<file path="config.mk">
export PLATFORM = sky130hd
export DESIGN_NAME = ssp_core
export DESIGN_NICKNAME = d
export VERILOG_FILES = /design/src/ssp_pkg.sv /design/src/ssp_fifo.sv /design/src/ssp_core.sv
export VERILOG_INCLUDE_DIRS = /design/src
export SDC_FILE = /design/constraint.sdc
export NUM_CORES = 1
export LEC_CHECK = 0
export ABC_CLOCK_PERIOD_IN_PS = 3050
export BUFFER_PORTS_ARGS = -buffer_cell sky130_fd_sc_hd__buf_2
export CAP_MARGIN = 15
export CORE_UTILIZATION = 26
export CTS_BUF_LIST = sky130_fd_sc_hd__clkbuf_4 sky130_fd_sc_hd__clkbuf_8
export CTS_CLUSTER_SIZE = 10
export DETAILED_ROUTE_END_ITERATION = 8
export PLACE_DENSITY = 0.41
export SLEW_MARGIN = 20
export SYNTH_ARGS = -nofsm -noshare
export SYNTH_HDL_FRONTEND = slang
export SYNTH_SLANG_ARGS = --single-unit
</file>
<file path="constraint.sdc">
create_clock -name mclk -period 3.05 [get_ports mclk]
set_clock_uncertainty 0.15 [all_clocks]
set_input_delay 0.305 -clock mclk [delete_from_list [all_inputs] [get_ports mclk]]
set_output_delay 0.305 -clock mclk [all_outputs]
set_load 0.01 [all_outputs]
</file>
<file path="src/ssp_regs.svh">
// constants for the synchronous serial port core
// assumes a single 20 MHz mclk domain and no register bus
// Summary of operation
// - separate 16-bit, 8-deep tx and rx fifos
// - tx irq when tx level <=4 or disabled
// - rx irq when rx level >=4
// - timeout irq after 32 idle bit periods
// - new transfer clears timeout unless rx full
// - ninth word into full rx fifo raises overrun
// - clear overrun; unread data then times out
// - maskable sources ORed into combined irq
// - dma requests at four filled or empty
// - dma request holds until matching clear
// - dma requests drop when disabled
// - start when enabled with tx data
// - 4 to 16 bit frames, msb first
// - clock idle level, toggles only in frames
// - spi/microwire frame select low whole frame
// - sync frame pulse one bit before frame
// - sync idle low, data out released
// - sync word to rx fifo after last bit
// - bit rate mclk/(prescale*(1+rate))
// - write one clears overrun or timeout
`ifndef SSP_REGS_SVH
`define SSP_REGS_SVH
`define SSP_FIFO_WIDTH 16
`define SSP_FIFO_DEPTH 8
`define SSP_FIFO_HALF 4
`define SSP_TIMEOUT_BITS 32
`define SSP_MIN_BITS 4
`define SSP_MAX_BITS 16
`define SSP_MCLK_HZ 20000000
`endif

</file>
<file path="src/ssp_pkg.sv">
// types for the synchronous serial port core
// assumes ssp_regs.svh for numeric constants
package ssp_pkg;
    typedef enum logic [1:0] {
        ssp_fmt_spi = 2'b00,
        ssp_fmt_sync = 2'b01,
        ssp_fmt_uwire = 2'b10
    } ssp_fmt_type;
    typedef enum logic [1:0] {
        ssp_st_idle = 2'b00,
        ssp_st_sync = 2'b01,
        ssp_st_shift = 2'b10,
        ssp_st_tail = 2'b11
    } ssp_state_type;
endpackage

</file>
<file path="src/ssp_fifo.sv">
// one synchronous fifo with level output
// drops a push when full and a pop when empty
`timescale 1ns/1ns
module ssp_fifo #(
    parameter int WIDTH = 16,
    parameter int DEPTH = 8
) (
    // clock and reset
    input wire logic mclk,
    input wire logic nrst,
    // write side
    input wire logic push,
    input wire logic [WIDTH-1:0] wdata,
    // read side
    input wire logic pop,
    output logic [WIDTH-1:0] rdata,
    // status
    output logic [$clog2(DEPTH):0] level
);
    localparam int AW = $clog2(DEPTH);
    logic [WIDTH-1:0] mem [DEPTH];
    logic [AW-1:0] wp_reg;
    logic [AW-1:0] rp_reg;
    logic [AW:0] level_reg;
    wire do_push = push && (level_reg != DEPTH[AW:0]);
    wire do_pop = pop && (level_reg != '0);
    assign rdata = mem[rp_reg];
    assign level = level_reg;
    always_ff @(posedge mclk) begin
        if (do_push) begin
            mem[wp_reg] <= wdata;
        end
    end
    always_ff @(posedge mclk or negedge nrst) begin
        if (!nrst) begin
            wp_reg <= '0;
            rp_reg <= '0;
            level_reg <= '0;
        end else begin
            if (do_push) wp_reg <= wp_reg + 1'b1;
            if (do_pop) rp_reg <= rp_reg + 1'b1;
            level_reg <= level_reg + (AW+1)'(do_push) - (AW+1)'(do_pop);
        end
    end
endmodule // ssp_fifo

</file>
<file path="src/ssp_core.sv">
// synchronous serial port core, master side framing, fifos, irq, dma
// assumes software writes settings only while port_enable_bit is low
`timescale 1ns/1ns
`include "ssp_regs.svh"
module ssp_core #(
    parameter int WIDTH = `SSP_FIFO_WIDTH,
    parameter int DEPTH = `SSP_FIFO_DEPTH
) (
    // clock and reset
    input wire logic mclk,
    input wire logic nrst,
    // configuration
    input wire logic port_enable_bit,
    input wire logic [1:0] frame_format,
    input wire logic clk_polarity,
    input wire logic [3:0] data_size_m1,
    input wire logic [7:0] prescale_divisor_field,
    input wire logic [7:0] serial_clock_rate_field,
    // fifo access
    input wire logic tx_write,
    input wire logic [WIDTH-1:0] tx_data,
    input wire logic rx_read,
    output logic [WIDTH-1:0] rx_data,
    output logic [3:0] tx_level_out,
    output logic [3:0] rx_level_out,
    // interrupts
    input wire logic [3:0] irq_mask,
    input wire logic overrun_clear_bit,
    input wire logic timeout_clear_bit,
    output logic [3:0] irq_raw_out,
    output logic combined_irq_out,
    // dma
    input wire logic tx_dma_enable_bit,
    input wire logic rx_dma_enable_bit,
    input wire logic tx_dma_clear,
    input wire logic rx_dma_clear,
    output logic tx_dma_burst_request,
    output logic rx_dma_burst_request,
    // serial pins
    output logic serial_clk_out,
    output logic frame_select,
    output logic serial_data_out,
    output logic serial_data_out_oe,
    input wire logic serial_data_in
);
    localparam int LW = $clog2(DEPTH) + 1;
    localparam logic [LW-1:0] HALF = LW'(`SSP_FIFO_HALF);
    localparam logic [LW-1:0] FULL = LW'(DEPTH);
    localparam logic [5:0] TO_BITS = 6'(`SSP_TIMEOUT_BITS);

    ssp_pkg::ssp_state_type state_reg, state_next;
    logic [LW-1:0] tx_level, rx_level;
    logic [WIDTH-1:0] tx_head;
    logic [WIDTH-1:0] tx_shift_reg, rx_shift_reg;
    logic [3:0] bit_cnt_reg;
    logic [7:0] pre_cnt_reg;
    logic [7:0] rate_cnt_reg;
    logic half_reg;
    logic sclk_reg, fss_reg, sdo_reg, sdo_oe_reg;
    logic din_meta_reg, din_sync_reg;
    logic rx_push_reg;
    logic overrun_reg, timeout_reg;
    logic [5:0] idle_cnt_reg;
    logic [3:0] raw_reg;
    logic irq_reg;
    logic txreq_reg, rxreq_reg;
    logic [WIDTH-1:0] rx_word_reg;

    // two-stage sync of the serial input pin
    always_ff @(posedge mclk or negedge nrst) begin
        if (!nrst) begin
            din_meta_reg <= 1'b0;
            din_sync_reg <= 1'b0;
        end else begin
            din_meta_reg <= serial_data_in;
            din_sync_reg <= din_meta_reg;
        end
    end

    // fifos
    wire start = port_enable_bit && (tx_level != '0);
    wire tx_pop = (state_reg == ssp_pkg::ssp_st_idle) && start;
    wire rx_full = (rx_level == FULL);
    // a read in the same cycle does not let the full fifo take the word, so it is lost without an overrun
    wire rx_store = rx_push_reg && (!rx_full || rx_read);
    ssp_fifo #(.WIDTH(WIDTH), .DEPTH(DEPTH)) u_tx_fifo (
        .mclk(mclk),
        .nrst(nrst),
        .push(tx_write),
        .wdata(tx_data),
        .pop(tx_pop),
        .rdata(tx_head),
        .level(tx_level)
    );
    ssp_fifo #(.WIDTH(WIDTH), .DEPTH(DEPTH)) u_rx_fifo (
        .mclk(mclk),
        .nrst(nrst),
        .push(rx_store),
        .wdata(rx_word_reg),
        .pop(rx_read),
        .rdata(rx_data),
        .level(rx_level)
    );

    // bit-rate generator: half bit = prescale*(1+rate)/2 mclk cycles
    wire [7:0] pre_div = {prescale_divisor_field[7:1], 1'b0};
    wire [7:0] pre_half = (pre_div < 8'h02) ? 8'h01 : {1'b0, pre_div[7:1]};
    wire pre_tick = (pre_cnt_reg >= pre_half - 8'h01);
    wire half_tick = pre_tick && (rate_cnt_reg == serial_clock_rate_field);
    wire running = (state_reg != ssp_pkg::ssp_st_idle);
    always_ff @(posedge mclk or negedge nrst) begin
        if (!nrst) begin
            pre_cnt_reg <= 8'h00;
            rate_cnt_reg <= 8'h00;
        end else if (!running) begin
            pre_cnt_reg <= 8'h00;
            rate_cnt_reg <= 8'h00;
        end else if (pre_tick) begin
            pre_cnt_reg <= 8'h00;
            rate_cnt_reg <= half_tick ? 8'h00 : rate_cnt_reg + 8'h01;
        end else begin
            pre_cnt_reg <= pre_cnt_reg + 8'h01;
        end
    end

    // frame sequencer
    wire is_sync = (frame_format == 2'b01);
    wire rise = half_tick && !half_reg;
    wire fall = half_tick && half_reg;
    wire last_bit = (bit_cnt_reg == 4'h0);
    always_comb begin
        state_next = state_reg;
        case (state_reg)
            ssp_pkg::ssp_st_idle: begin
                if (start) state_next = is_sync ?
                    ssp_pkg::ssp_st_sync : ssp_pkg::ssp_st_shift;
            end
            ssp_pkg::ssp_st_sync: begin
                if (fall) state_next = ssp_pkg::ssp_st_shift;
            end
            ssp_pkg::ssp_st_shift: begin
                if (fall && last_bit) state_next = ssp_pkg::ssp_st_tail;
            end
            ssp_pkg::ssp_st_tail: begin
                if (fall) state_next = ssp_pkg::ssp_st_idle;
            end
            default: state_next = ssp_pkg::ssp_st_idle;
        endcase
    end

    wire [WIDTH-1:0] msb_mask = WIDTH'(1) << data_size_m1;
    always_ff @(posedge mclk or negedge nrst) begin
        if (!nrst) begin
            state_reg <= ssp_pkg::ssp_st_idle;
            half_reg <= 1'b0;
            bit_cnt_reg <= 4'h0;
            tx_shift_reg <= '0;
            rx_shift_reg <= '0;
            rx_word_reg <= '0;
            rx_push_reg <= 1'b0;
        end else begin
            state_reg <= state_next;
            rx_push_reg <= 1'b0;
            if (!running) half_reg <= 1'b0;
            else if (half_tick) half_reg <= !half_reg;
            if (tx_pop) begin
                tx_shift_reg <= tx_head;
                bit_cnt_reg <= (data_size_m1 < 4'h3) ? 4'h3 : data_size_m1;
            end
            if (state_reg == ssp_pkg::ssp_st_shift && fall) begin
                // sample on the fall tick (falling clock edge, rising in sync format or in spi format with clk_polarity high), msb first
                rx_shift_reg <= {rx_shift_reg[WIDTH-2:0], din_sync_reg};
                tx_shift_reg <= {tx_shift_reg[WIDTH-2:0], 1'b0};
                bit_cnt_reg <= bit_cnt_reg - 4'h1;
            end
            if (state_reg == ssp_pkg::ssp_st_tail && rise) begin
                rx_word_reg <= rx_shift_reg & ((msb_mask << 1) - 1'b1);
                rx_push_reg <= 1'b1;
            end
        end
    end

    // pin drivers
    wire shifting = (state_reg == ssp_pkg::ssp_st_shift);
    wire idle_clk = (frame_format == 2'b00) ? clk_polarity : 1'b0;
    // sync format launches data on the rising edge, so its phase is flipped
    wire sclk_phase = is_sync ? !half_reg : half_reg;
    wire [WIDTH-1:0] tx_msb = tx_shift_reg & msb_mask;
    always_ff @(posedge mclk or negedge nrst) begin
        if (!nrst) begin
            sclk_reg <= 1'b0;
            fss_reg <= 1'b1;
            sdo_reg <= 1'b0;
            sdo_oe_reg <= 1'b0;
        end else begin
            // clock only toggles while bits move
            sclk_reg <= shifting ? (sclk_phase ^ idle_clk) : idle_clk;
            if (is_sync) begin
                // one bit-wide high pulse before the frame
                fss_reg <= (state_reg == ssp_pkg::ssp_st_sync);
                sdo_oe_reg <= shifting;
            end else begin
                fss_reg <= !running;
                sdo_oe_reg <= port_enable_bit;
            end
            sdo_reg <= shifting && (tx_msb != '0);
        end
    end

    // idle time-out and sticky flags
    wire rx_empty = (rx_level == '0);
    wire to_hit = (idle_cnt_reg == TO_BITS);
    wire bit_end = half_tick && half_reg;
    logic idle_tick_reg;
    logic [15:0] idle_pre_reg;
    wire [15:0] bit_len = 16'(pre_div) * (16'(serial_clock_rate_field) + 16'h1);
    always_ff @(posedge mclk or negedge nrst) begin
        if (!nrst) begin
            idle_pre_reg <= 16'h0000;
            idle_tick_reg <= 1'b0;
        end else begin
            idle_tick_reg <= 1'b0;
            if (running || idle_pre_reg + 16'h1 >= bit_len) begin
                idle_pre_reg <= 16'h0000;
                idle_tick_reg <= !running;
            end else begin
                idle_pre_reg <= idle_pre_reg + 16'h1;
            end
        end
    end
    wire idle_rst = running || rx_empty || rx_read;
    // one-cycle set event, so a held hit never masks a later clear
    wire to_set = idle_tick_reg && !idle_rst
        && (idle_cnt_reg == TO_BITS - 6'h01);
    always_ff @(posedge mclk or negedge nrst) begin
        if (!nrst) begin
            idle_cnt_reg <= 6'h00;
            timeout_reg <= 1'b0;
            overrun_reg <= 1'b0;
        end else begin
            // a clear restarts the idle count
            if (idle_rst || overrun_clear_bit || timeout_clear_bit) begin
                idle_cnt_reg <= 6'h00;
            end else if (idle_tick_reg && !to_hit) begin
                idle_cnt_reg <= idle_cnt_reg + 6'h01;
            end
            // set wins over clear on every flag
            if (to_set) begin
                timeout_reg <= 1'b1;
            end else if (timeout_clear_bit) begin
                timeout_reg <= 1'b0;
            end else if (tx_pop && !rx_full) begin
                timeout_reg <= 1'b0;
            end
            if (rx_push_reg && rx_full && !rx_read) begin
                overrun_reg <= 1'b1;
            end else if (overrun_clear_bit) begin
                overrun_reg <= 1'b0;
            end
        end
    end

    // interrupt combine, raw order: tx, rx, timeout, overrun
    wire [3:0] raw_next = {(tx_level <= HALF) || !port_enable_bit,
                           rx_level >= HALF,
                           timeout_reg, overrun_reg};
    always_ff @(posedge mclk or negedge nrst) begin
        if (!nrst) begin
            raw_reg <= 4'h0;
            irq_reg <= 1'b0;
        end else begin
            raw_reg <= raw_next;
            irq_reg <= |(raw_next & irq_mask);
        end
    end

    // dma requests, held until the controller clears them
    wire tx_cond = (FULL - tx_level) >= HALF;
    wire rx_cond = rx_level >= HALF;
    logic txclr_reg, rxclr_reg;
    always_ff @(posedge mclk or negedge nrst) begin
        if (!nrst) begin
            txreq_reg <= 1'b0;
            rxreq_reg <= 1'b0;
            txclr_reg <= 1'b0;
            rxclr_reg <= 1'b0;
        end else begin
            txclr_reg <= tx_dma_clear;
            rxclr_reg <= rx_dma_clear;
            if (!port_enable_bit || !tx_dma_enable_bit) begin
                txreq_reg <= 1'b0;
            end else if (tx_dma_clear) begin
                txreq_reg <= 1'b0;
            end else if (tx_cond && !txclr_reg) begin
                txreq_reg <= 1'b1;
            end
            if (!port_enable_bit || !rx_dma_enable_bit) begin
                rxreq_reg <= 1'b0;
            end else if (rx_dma_clear) begin
                rxreq_reg <= 1'b0;
            end else if (rx_cond && !rxclr_reg) begin
                rxreq_reg <= 1'b1;
            end
        end
    end

    assign tx_level_out = 4'(tx_level);
    assign rx_level_out = 4'(rx_level);
    assign irq_raw_out = raw_reg;
    assign combined_irq_out = irq_reg;
    assign tx_dma_burst_request = txreq_reg;
    assign rx_dma_burst_request = rxreq_reg;
    assign serial_clk_out = sclk_reg;
    assign frame_select = fss_reg;
    assign serial_data_out = sdo_reg;
    assign serial_data_out_oe = sdo_oe_reg;
endmodule // ssp_core

</file>
### Word level (Yosys, flattened, before mapping)

Memory sizes are Yosys's and may differ from the RTL's.
Cells that the tools add are included.
W data, S select, Z words.

* flip-flop bits (word level): 132
* RAM bits: 256
* input bits: 55
* output and inout bits: 35
* word-level logic and storage cells: 182
* memories kept: 2

Memory list
* u_rx_fifo.mem: depth 8, width 16, read ports 1, clocked after Yosys merged registers in 0, write ports 1, RTL line ssp_fifo.sv:21 `logic [WIDTH-1:0] mem [DEPTH];`
* u_tx_fifo.mem: depth 8, width 16, read ports 1, clocked after Yosys merged registers in 0, write ports 1, RTL line ssp_fifo.sv:21

* add/sub/neg operators: 17
* multiply operators: 1
* $lt $le $gt $ge: 7
* equal/unequal tests: 16
* shifts and indexed selects: 1
* muxes and demuxes: 44
* bitwise logic cells: 4
* reductions and logical operators: 58

Operator list (number)
* $mux W16: 3
* $mux W8: 5
* $and A16 B16 Y16: 2
* $mux W1: 24
* $logic_and A1 B1 Y1: 22
* $add A16 B1 Y16 const B: 1
* $add A8 B1 Y8 const B: 2
* $ge A16 B16 Y1: 1
* $reduce_bool A16 Y1: 1
* $shl A1 B4 Y16 const A: 1
* $sub A16 B1 Y16 const B: 1
* $mul A7 B9 Y15: 1
* $add A3 B1 Y3 const B: 4
* $mux W4: 3
* $mux W6: 2
* $logic_not A1 Y1: 11
* $mux W2: 5
* $ne A2 B2 Y1 const B: 5
* $add A8 B1 Y9 const B: 1
* $logic_or A1 B1 Y1: 9
* $reduce_bool A3 Y1: 3
* $add A4 B1 Y4: 2
* $eq A8 B8 Y1: 1
* $ge A4 B3 Y1 const B: 2
* other kinds (26): 36

### Longest topological paths before layout

Gate-level depths: netlist of the first run.

* word-level depth: 9
* gate-level depth with buffers: 28
* mapped depth without buffers: 26

### Cells and area by module

A second synthesis of the first run with hierarchy kept.

* cell total of the unflattened synthesis: 1340
* area, all modules: 19128.3 um2

By module, submodules not included
* ssp_fifo: times used 2, cells an instance 239, area an instance 5486.5 um2, sequential area each 4093.9 um2
* ssp_core: times used 1, cells an instance 862, area an instance 8155.3 um2, sequential area each 2803.9 um2

### Worst setup path after synthesis of the first run

Ideal clock, no wire load.

* path kind: input port to flip-flop
* start point: in serial_clock_rate_field[0]
* end point: reg idle_pre_reg[10]
* library setup time: 0.074 ns
* arrival time: 6.062 ns
* required time: 2.826 ns
* setup slack: -3.236 ns
* stages: 26
* buffers on the path: 1
* cell sequence: ha_1 -> nand3_1 -> xor2_1 -> nor2b_1 -> fa_1 -> inv_1 -> fa_1 -> inv_1 -> fa_1 -> inv_1 -> fa_1 -> inv_1 -> ha_1 -> nand3_1 -> o211ai_1 -> o41ai_1 -> o21ai_0 -> a21oi_1 -> xor2_1 -> ha_1 -> o21a_1 -> a211oi_1 -> o211ai_1 -> or2_2 -> clkbuf_1 -> nor2b_1

* word-level cells in the longest chain between the ends: 5

RTL lines
* from (decl): RTL line ssp_core.sv:18 `input wire logic [7:0] serial_clock_rate_field,`
* $add A8 B1 Y9: RTL line ssp_core.sv:216 `wire [15:0] bit_len = 16'(pre_div) * (16'(serial_clock_rate_field) + 16'h1);`
* $mul A7 B9 Y15: RTL line ssp_core.sv:216
* $ge A16 B16 Y1: RTL line ssp_core.sv:223 `if (running || idle_pre_reg + 16'h1 >= bit_len) begin`
* $logic_or A1 B1 Y1: RTL line ssp_core.sv:223
* $mux W16: RTL line ssp_core.sv:223
* to (signal assigned): RTL line ssp_core.sv:227 `idle_pre_reg <= idle_pre_reg + 16'h1;`
* to (decl): RTL line ssp_core.sv:215 `logic [15:0] idle_pre_reg;`

No other way between the ends.
A chain may end at the register's enable or synchronous reset.

### Final worst setup path of the first run

* start point: in serial_clock_rate_field[2]
* end point: reg idle_pre_reg[3]

The elaborated chain is that of the path after synthesis.

==> results.toml, run 1 <==
[status]
status = "finished with violations"
violations = "negative setup slack"

[power]
power_density_nw_per_um2 = 738
netSwitchingFraction = 0.324
p_int_mw = 11.9
p_sw_mw = 5.70
p_seq_frac = 0.376
p_leak_nw = 9.18
clkPwrFrac = 0.285
ir_worst_vdd_mv = 0.378
pwr-share-comb = 0.339

[floorplanning]
std_cell_rows = 97
start_util = 0.265
ioPinCount = 90
dieHeight_um = 270
die_area_um2 = 73000
core_um2 = 70600
die_x_um = 270

[final_layout]
nets = 1795
postLayoutCoreUtil = 0.338
design_area_um2 = 23900
syn_to_final_growth_pct = 27.6
reg_top3 = "u_rx_fifo.mem x128, u_tx_fifo.mem x128"
drive_gt1_frac = 0.324

[routing]
wire_per_inst_um = 17.1
via_per_inst = 4.33
vias = 11315
drt_iter0_markers = 551
postRouteAntennaNets = 0
first_pass_iters = 7
drcViolationCount = 0
wl_mm = 44.6

[worst_setup_path]
cp_max_fo = 8
critical_path_required_ns = 3.45
cp_slowest_cell = "fa_1"
worst_setup_path_start_kind = "input port"
crit_type = "in2reg"
crit_path_end_kind = "flop"
worstPathArrival_ns = 5.60
cp_cell_sequence = "buf_6 > nand3_4 > nor2_4 > buf_6 > and3_4 > xor2_4 > and2_4 > fa_1 > fa_1 > fa_1 > inv_1 > fa_1 > inv_2 > ha_4 > o41a_1 > a221o_1 > xnor2_2 > ha_1 > nand4_1 > nor3_1 > nor2_1 > o211ai_1 > or2_4 > nor2b_1"
path_common_cell = "fa_1"
slowest_delay_ns = 0.49
crit_family = "adder cells"
worst-path-buf-inv = 4

[synth]
yosysTopAreaCellShare = 0.411
ys.flop_type = "edfxtp_1"
synth_cells = 1324
yosysWarnings = 0
synth_area_leaders = "edfxtp_1 41%, dfrtp_1 18%, mux4_2 7.9%"
ys_ff_latch = 388
async_flop_share = 0.340
synth_seq_area_share = 0.588
synthesis.nets = 1502
ys_types = 64
syn-cell-area_um2 = 18700
yosys.area.top_type = "edfxtp_1"
avgSynthCellArea_um2 = 14.1
synth_edf_count = 256

[place]
place_ws_ns = -3.00
dp_hpwl_mm = 29.0
port_buffers = 88
place_congestion = 0.733
placement.cell_area_um2 = 21500

[clock_network]
cts-root-buf = "clkbuf_8"
clk_pin_slew_ns = 0.06
cts_tree = "done"
clock_path_buffers = 3
clock_latency_ns = 0.65
cts.htree.levels = 3
numCtsBuffers = 72
cts.sinks = 388

[timing]
rsz0062_at_grt = "yes"
fin_crit_sh = 1.70
finalSetupViolCount = 28
finalMaxSlewViolations = 0
period_needed_ns = 5.20
final_hold_viol_count = 0
worst_pin_slew_ns = 0.791
fmax_mhz = 192
fin_ws_ns = -2.15
relSlewSlack = 0.466

[job]
maxCapViolCount = 0

[global_route]
globalRoute.totalOverflow = 0
grt.total_usage = 0.125
grt_max_degree = 51
grt_pass1_vias = 12221
antenna_found_initial = 5
grt_first_pass_wirelength_mm = 70.9

[worst_hold_path]
hp-class = "in2async"
[cells in the mapped netlist, types with 2 or more instances]
cell type    n
a211oi_1     4
a21o_1       6
a21oi_1     29
a31oi_1      2
a32o_1       2
and2_1      27
and3_1      10
and4_1       5
buf_2       15
clkbuf_1    36
dfrtp_1    131
edfxtp_1   256
fa_1        35
ha_1        88
inv_1       73
mux2_2      41
mux2i_1     23
mux4_2      66
nand2_1     97
nand2b_1    14
nand3_1     24
nand3b_1     3
nand4_1      9
nor2_1      87
nor2b_1     34
nor3_1      15
nor4_2       2
o2111ai_1    2
o211a_1      3
o211ai_1     7
o21a_1       2
o21ai_0     46
o21ai_1      9
o22ai_1      2
o311ai_0     2
o41ai_1      4
or2_2        3
or3_1        6
xnor2_1     38
xor2_1      42
[logic make-up after synthesis]
group,count (synthesis),synth area share
xor+xnor,80,0.0375
other cells,1,0.000201
buf+inv,126,0.0267
fa+ha+maj,123,0.0964
compound gates,136,0.0464
mux,130,0.116
simple gates,340,0.0886
flops,388,0.588
[layer usage]
layer	up-vias	global-route usage	share of wire
met4	4	0.0382	0.018
met1	5655	0.167	0.47
met5	-	0	0.00056
met2	165	0.199	0.47
met3	66	0.0291	0.041
li1	5425	-	-
[layout make-up]
type	count	area [um2]
clock inverter	17	121
sequential	388	11000
antenna	3	7.51
fill	6972	46800
inverter	74	278
multi-input combinational	811	7780
timing repair buffer	270	2180
tap	940	1180
clock buffer	112	1320
[worst reg2reg max path: cells and delay by family (launching register included)]
family,cells,cell delay (ns)
adders and majority gates,1,0.31
xor gates and xnor gates,1,0.26
AOI/OAI and AO/OA,4,0.61
DFF,1,0.38
and+or+nand+nor,6,1.31
[placed cells by master, fill, tap and decap left out, types with 8 or more instances in the layout]
| cell | Yosys | final |
|---|---|---|
| buf_6 | 1 | 21 |
| nor2b_1 | 34 | 34 |
| o21ai_0 | 46 | 36 |
| mux2_4 | 0 | 17 |
| clkinv_1 | 1 | 8 |
| xnor2_1 | 38 | 34 |
| nand2_1 | 97 | 82 |
| clkbuf_8 | 0 | 77 |
| a21oi_1 | 29 | 29 |
| nand2_2 | 0 | 11 |
| o21ai_2 | 0 | 8 |
| mux2_2 | 41 | 24 |
| dlygate4sd3_1 | 0 | 42 |
| xor2_1 | 42 | 38 |
| buf_2 | 15 | 82 |
| edfxtp_1 | 256 | 256 |
| clkbuf_4 | 0 | 35 |
| inv_1 | 73 | 69 |
| mux2i_1 | 23 | 23 |
| ha_1 | 88 | 80 |
| and3_1 | 10 | 8 |
| fa_1 | 35 | 35 |
| nand3_1 | 24 | 18 |
| and2_1 | 27 | 25 |
| nor3_1 | 15 | 8 |
| nor2_1 | 87 | 84 |
| o21ai_1 | 9 | 10 |
| nand4_1 | 9 | 9 |
| dfrtp_1 | 131 | 129 |
| mux4_2 | 66 | 66 |
| buf_4 | 0 | 111 |
| nand2b_1 | 14 | 14 |
[path summary, 6_finish.rpt]
check | from | slack (ns) | depth (start not counted) | to
setup / recovery | serial_clock_rate_field[2] | -2.15 | 24 | idle_pre_reg[3]
hold / removal | nrst | 0.06 | 2 | idle_pre_reg[3]
setup reg to reg | idle_pre_reg[4] | -0.03 | 12 | idle_pre_reg[3]
hold reg to reg | timeout_reg | 0.27 | 0 | irq_raw_out[1]
max in group asynchronous | nrst | 1.91 | 3 | frame_select
min in group mclk | frame_format[0] | 0.06 | 3 | frame_select
[stage by stage]
step	power, mW	TNS [ns]	instances	hold slack (ns)
6_report	17.6	-36.38	2615	0.0600
5_1_grt	18.9	-42.05	2615	0.0666
4_1_cts	18.0	-36.52	2603	0.0151
3_5_place_dp	12.7	-102.15	2424	0.145
3_3_place_gp	12.6	-97.17	2424	0.146
2_1_floorplan	10.5	-46.30	1324	-0.141
[power by group through the flow]
stage,clock network [mW],logic [mW],registers (mW)
detailed placement,0,5.94,6.73
floorplan,0,3.93,6.61
global placement,0,5.92,6.72
global route,5.49,6.74,6.70
finish,5.02,5.97,6.62
CTS,5.26,6.10,6.63
[timing repair]
| action | CTS | global route |
|---|---|---|
| gates cloned | 3 | 1 |
| endpoints found under the hold margin | 291 | 0 |
| hold buffers | 42 | 0 |
| pin swaps | 23 | 17 |
| buffers inserted | 6 | 11 |
| setup endpoints to repair | 57 | 71 |
| resized for setup | 33 | 45 |
No activity file was read; power rests on OpenSTA's default activity.
==> run 2, diff against run 1 <==
- CTS_BUF_LIST: sky130_fd_sc_hd__clkbuf_4 sky130_fd_sc_hd__clkbuf_8 -> sky130_fd_sc_hd__clkbuf_16
- HOLD_SLACK_MARGIN: unset -> 0.05
==> run 2 against run 1 <==
The run still ends with negative setup slack left. Sequential power barely moved. Combinational power grew 2%. Wire length grew 0.23%. Utilization up 0.60 points. Via count about the same. Clock-buffer cell count shrank 61. Critical path type unchanged.
==> results.toml, run 2 (synthesis results as in run 1) <==
[status]
status = "finished with violations"
violations = "negative setup slack"

[clock_network]
clock_latency_ns = 0.57
clk_pin_slew_ns = 0.06
cts-root-buf = "clkbuf_16"
cts.htree.levels = 2
cts.sinks = 388
cts_tree = "done"
clock_path_buffers = 3
numCtsBuffers = 49

[timing]
relSlewSlack = 0.489
finalMaxSlewViolations = 0
rsz0062_at_grt = "yes"
worst_pin_slew_ns = 0.756
fin_crit_sh = 1.73
period_needed_ns = 5.27
final_hold_viol_count = 0
finalSetupViolCount = 78
fmax_mhz = 190
fin_ws_ns = -2.22
hold_slack_ns = 0.0678

[floorplanning]
ioPinCount = 90
core_um2 = 70600
std_cell_rows = 97
start_util = 0.265
die_area_um2 = 73000
die_x_um = 270
dieHeight_um = 270

[worst_setup_path]
reg2reg_slack_ns = -0.01
crit_type = "in2reg"
r2r_start = "idle_pre_reg[4]"
crit_path_start = "serial_clock_rate_field[0]"
crit_end = "idle_pre_reg[4]"
r2r-end = "idle_pre_reg[4]"
slowest_delay_ns = 0.51
worst_setup_path_start_kind = "input port"
critical_path_required_ns = 3.39
worstPathArrival_ns = 5.61
crit_family = "adder cells"
crit_path_end_kind = "flop"
cp_max_fo = 8
path_depth = 25
cp_slowest_cell = "fa_1"
rr_worst_depth = 12
worst-path-buf-inv = 5
path_common_cell = "fa_1"

[routing]
first_pass_iters = 4
via_per_inst = 4.38
drt_iter0_markers = 537
drcViolationCount = 0
wire_per_inst_um = 17.3
vias = 11321
postRouteAntennaNets = 0
wl_mm = 44.7

[global_route]
use_met3 = 0.0211
grt.total_usage = 0.122
grt_max_degree = 51
grt_pass1_vias = 12023
met2_usage = 0.201
globalRoute.totalOverflow = 0
grt.busiest_layer = "met2"
grtUsageMet1 = 0.167
grt_first_pass_wirelength_mm = 70.4
antenna_found_initial = 6

[power]
ir_worst_vdd_mv = 0.435
p_leak_nw = 9.44
power_density_nw_per_um2 = 741

[place]
port_buffers = 88
dp_hpwl_mm = 29.0
place_ws_ns = -3.00
place_congestion = 0.733

[final_layout]
syn_to_final_growth_pct = 29.8
layout_commonest_cell = "edfxtp_1"
nets = 1781
reg_top3 = "u_rx_fifo.mem x128, u_tx_fifo.mem x128"
layout_common_cells = "256 x edfxtp_1, 129 x dfrtp_1, 114 x buf_4, 96 x inv_1, 82 x buf_2"
drive_gt1_frac = 0.319

[worst_hold_path]
hp-class = "in2reg"

[job]
maxCapViolCount = 0
run 2: cell count changes in the layout (fill, tap and decap cells not counted), moves of 7 or more:
cell	change
o21ai_1	+7
nand2_1	-18
nand2_2	+8
clkbuf_8	-77
o21ai_2	+8
inv_1	+27
o21ai_0	-16
clkbuf_16	+54
nand2_4	+10
clkbuf_4	-35
run 2: power breakdown:
group / leakage [nW] / internal, mW / switching [mW]
clock network: 0.819 / 3.08 / 2.17
logic: 4.74 / 2.99 / 3.11
registers: 3.88 / 6.22 / 0.431
run 2: per-layer routing:
| layer | wire length, um | share of wire |
|---|---|---|
| met5 | 22 | 0.00049 |
| met4 | 816 | 0.018 |
| met2 | 21500 | 0.48 |
| met3 | 1460 | 0.033 |
| met1 | 21000 | 0.47 |
run 2: worst reg2reg max path, delay by kind of cell (launching register included):
kind / cells / cell delay (ns)
adders and majority gates: 1 / 0.30
DFF: 1 / 0.38
xor gates and xnor gates: 1 / 0.25
and+or+nand+nor: 6 / 1.29
AOI/OAI and AO/OA: 4 / 0.61
run 2: repair_timing:
item,4_1_cts,5_1_grt
gates resized for setup,34,122
endpoints found under the hold margin,263,0
hold buffers,39,0
cloned,3,5
buffers inserted,7,18
setup endpoints to repair,76,77
pin swaps,18,32
run 2: how the worst min path moves through the flow:
stage / from / to / slack (ns) / cells past startpoint
2_1_floorplan: nrst / bit_cnt_reg[0] / -0.14 / 0
3_3_place_gp: nrst / idle_pre_reg[4] / 0.15 / 1
3_5_place_dp: nrst / idle_pre_reg[3] / 0.15 / 1
4_1_cts: port_enable_bit / irq_raw_out[3] / 0.06 / 3
5_1_grt: port_enable_bit / irq_raw_out[3] / 0.08 / 3
6_report: port_enable_bit / irq_raw_out[3] / 0.07 / 3
run 2: final cells by class:
| type | count | area (um2) |
|---|---|---|
| clock inverters | 41 | 203 |
| flip-flops and latches | 388 | 11000 |
| diodes | 3 | 7.51 |
| well taps | 940 | 1180 |
| repair buffers | 279 | 2360 |
| inverters | 74 | 283 |
| fillers | 6935 | 46400 |
| clock buffers | 51 | 1280 |
| multi-input cells | 811 | 7980 |
run 2: stage by stage:
step                cells  area (um2)  setup TNS (ns)  power, mW  utilization
floorplan            1324       19100          -46.30       10.5            -
CTS                  2564       23600          -39.48       18.2        0.335
global route         2587       24300          -55.39       19.2        0.344
finish               2587       24300          -43.17       18.0        0.344
detailed placement   2424       21500         -102.15       12.7        0.304
global placement     2424       21500          -97.17       12.6        0.304
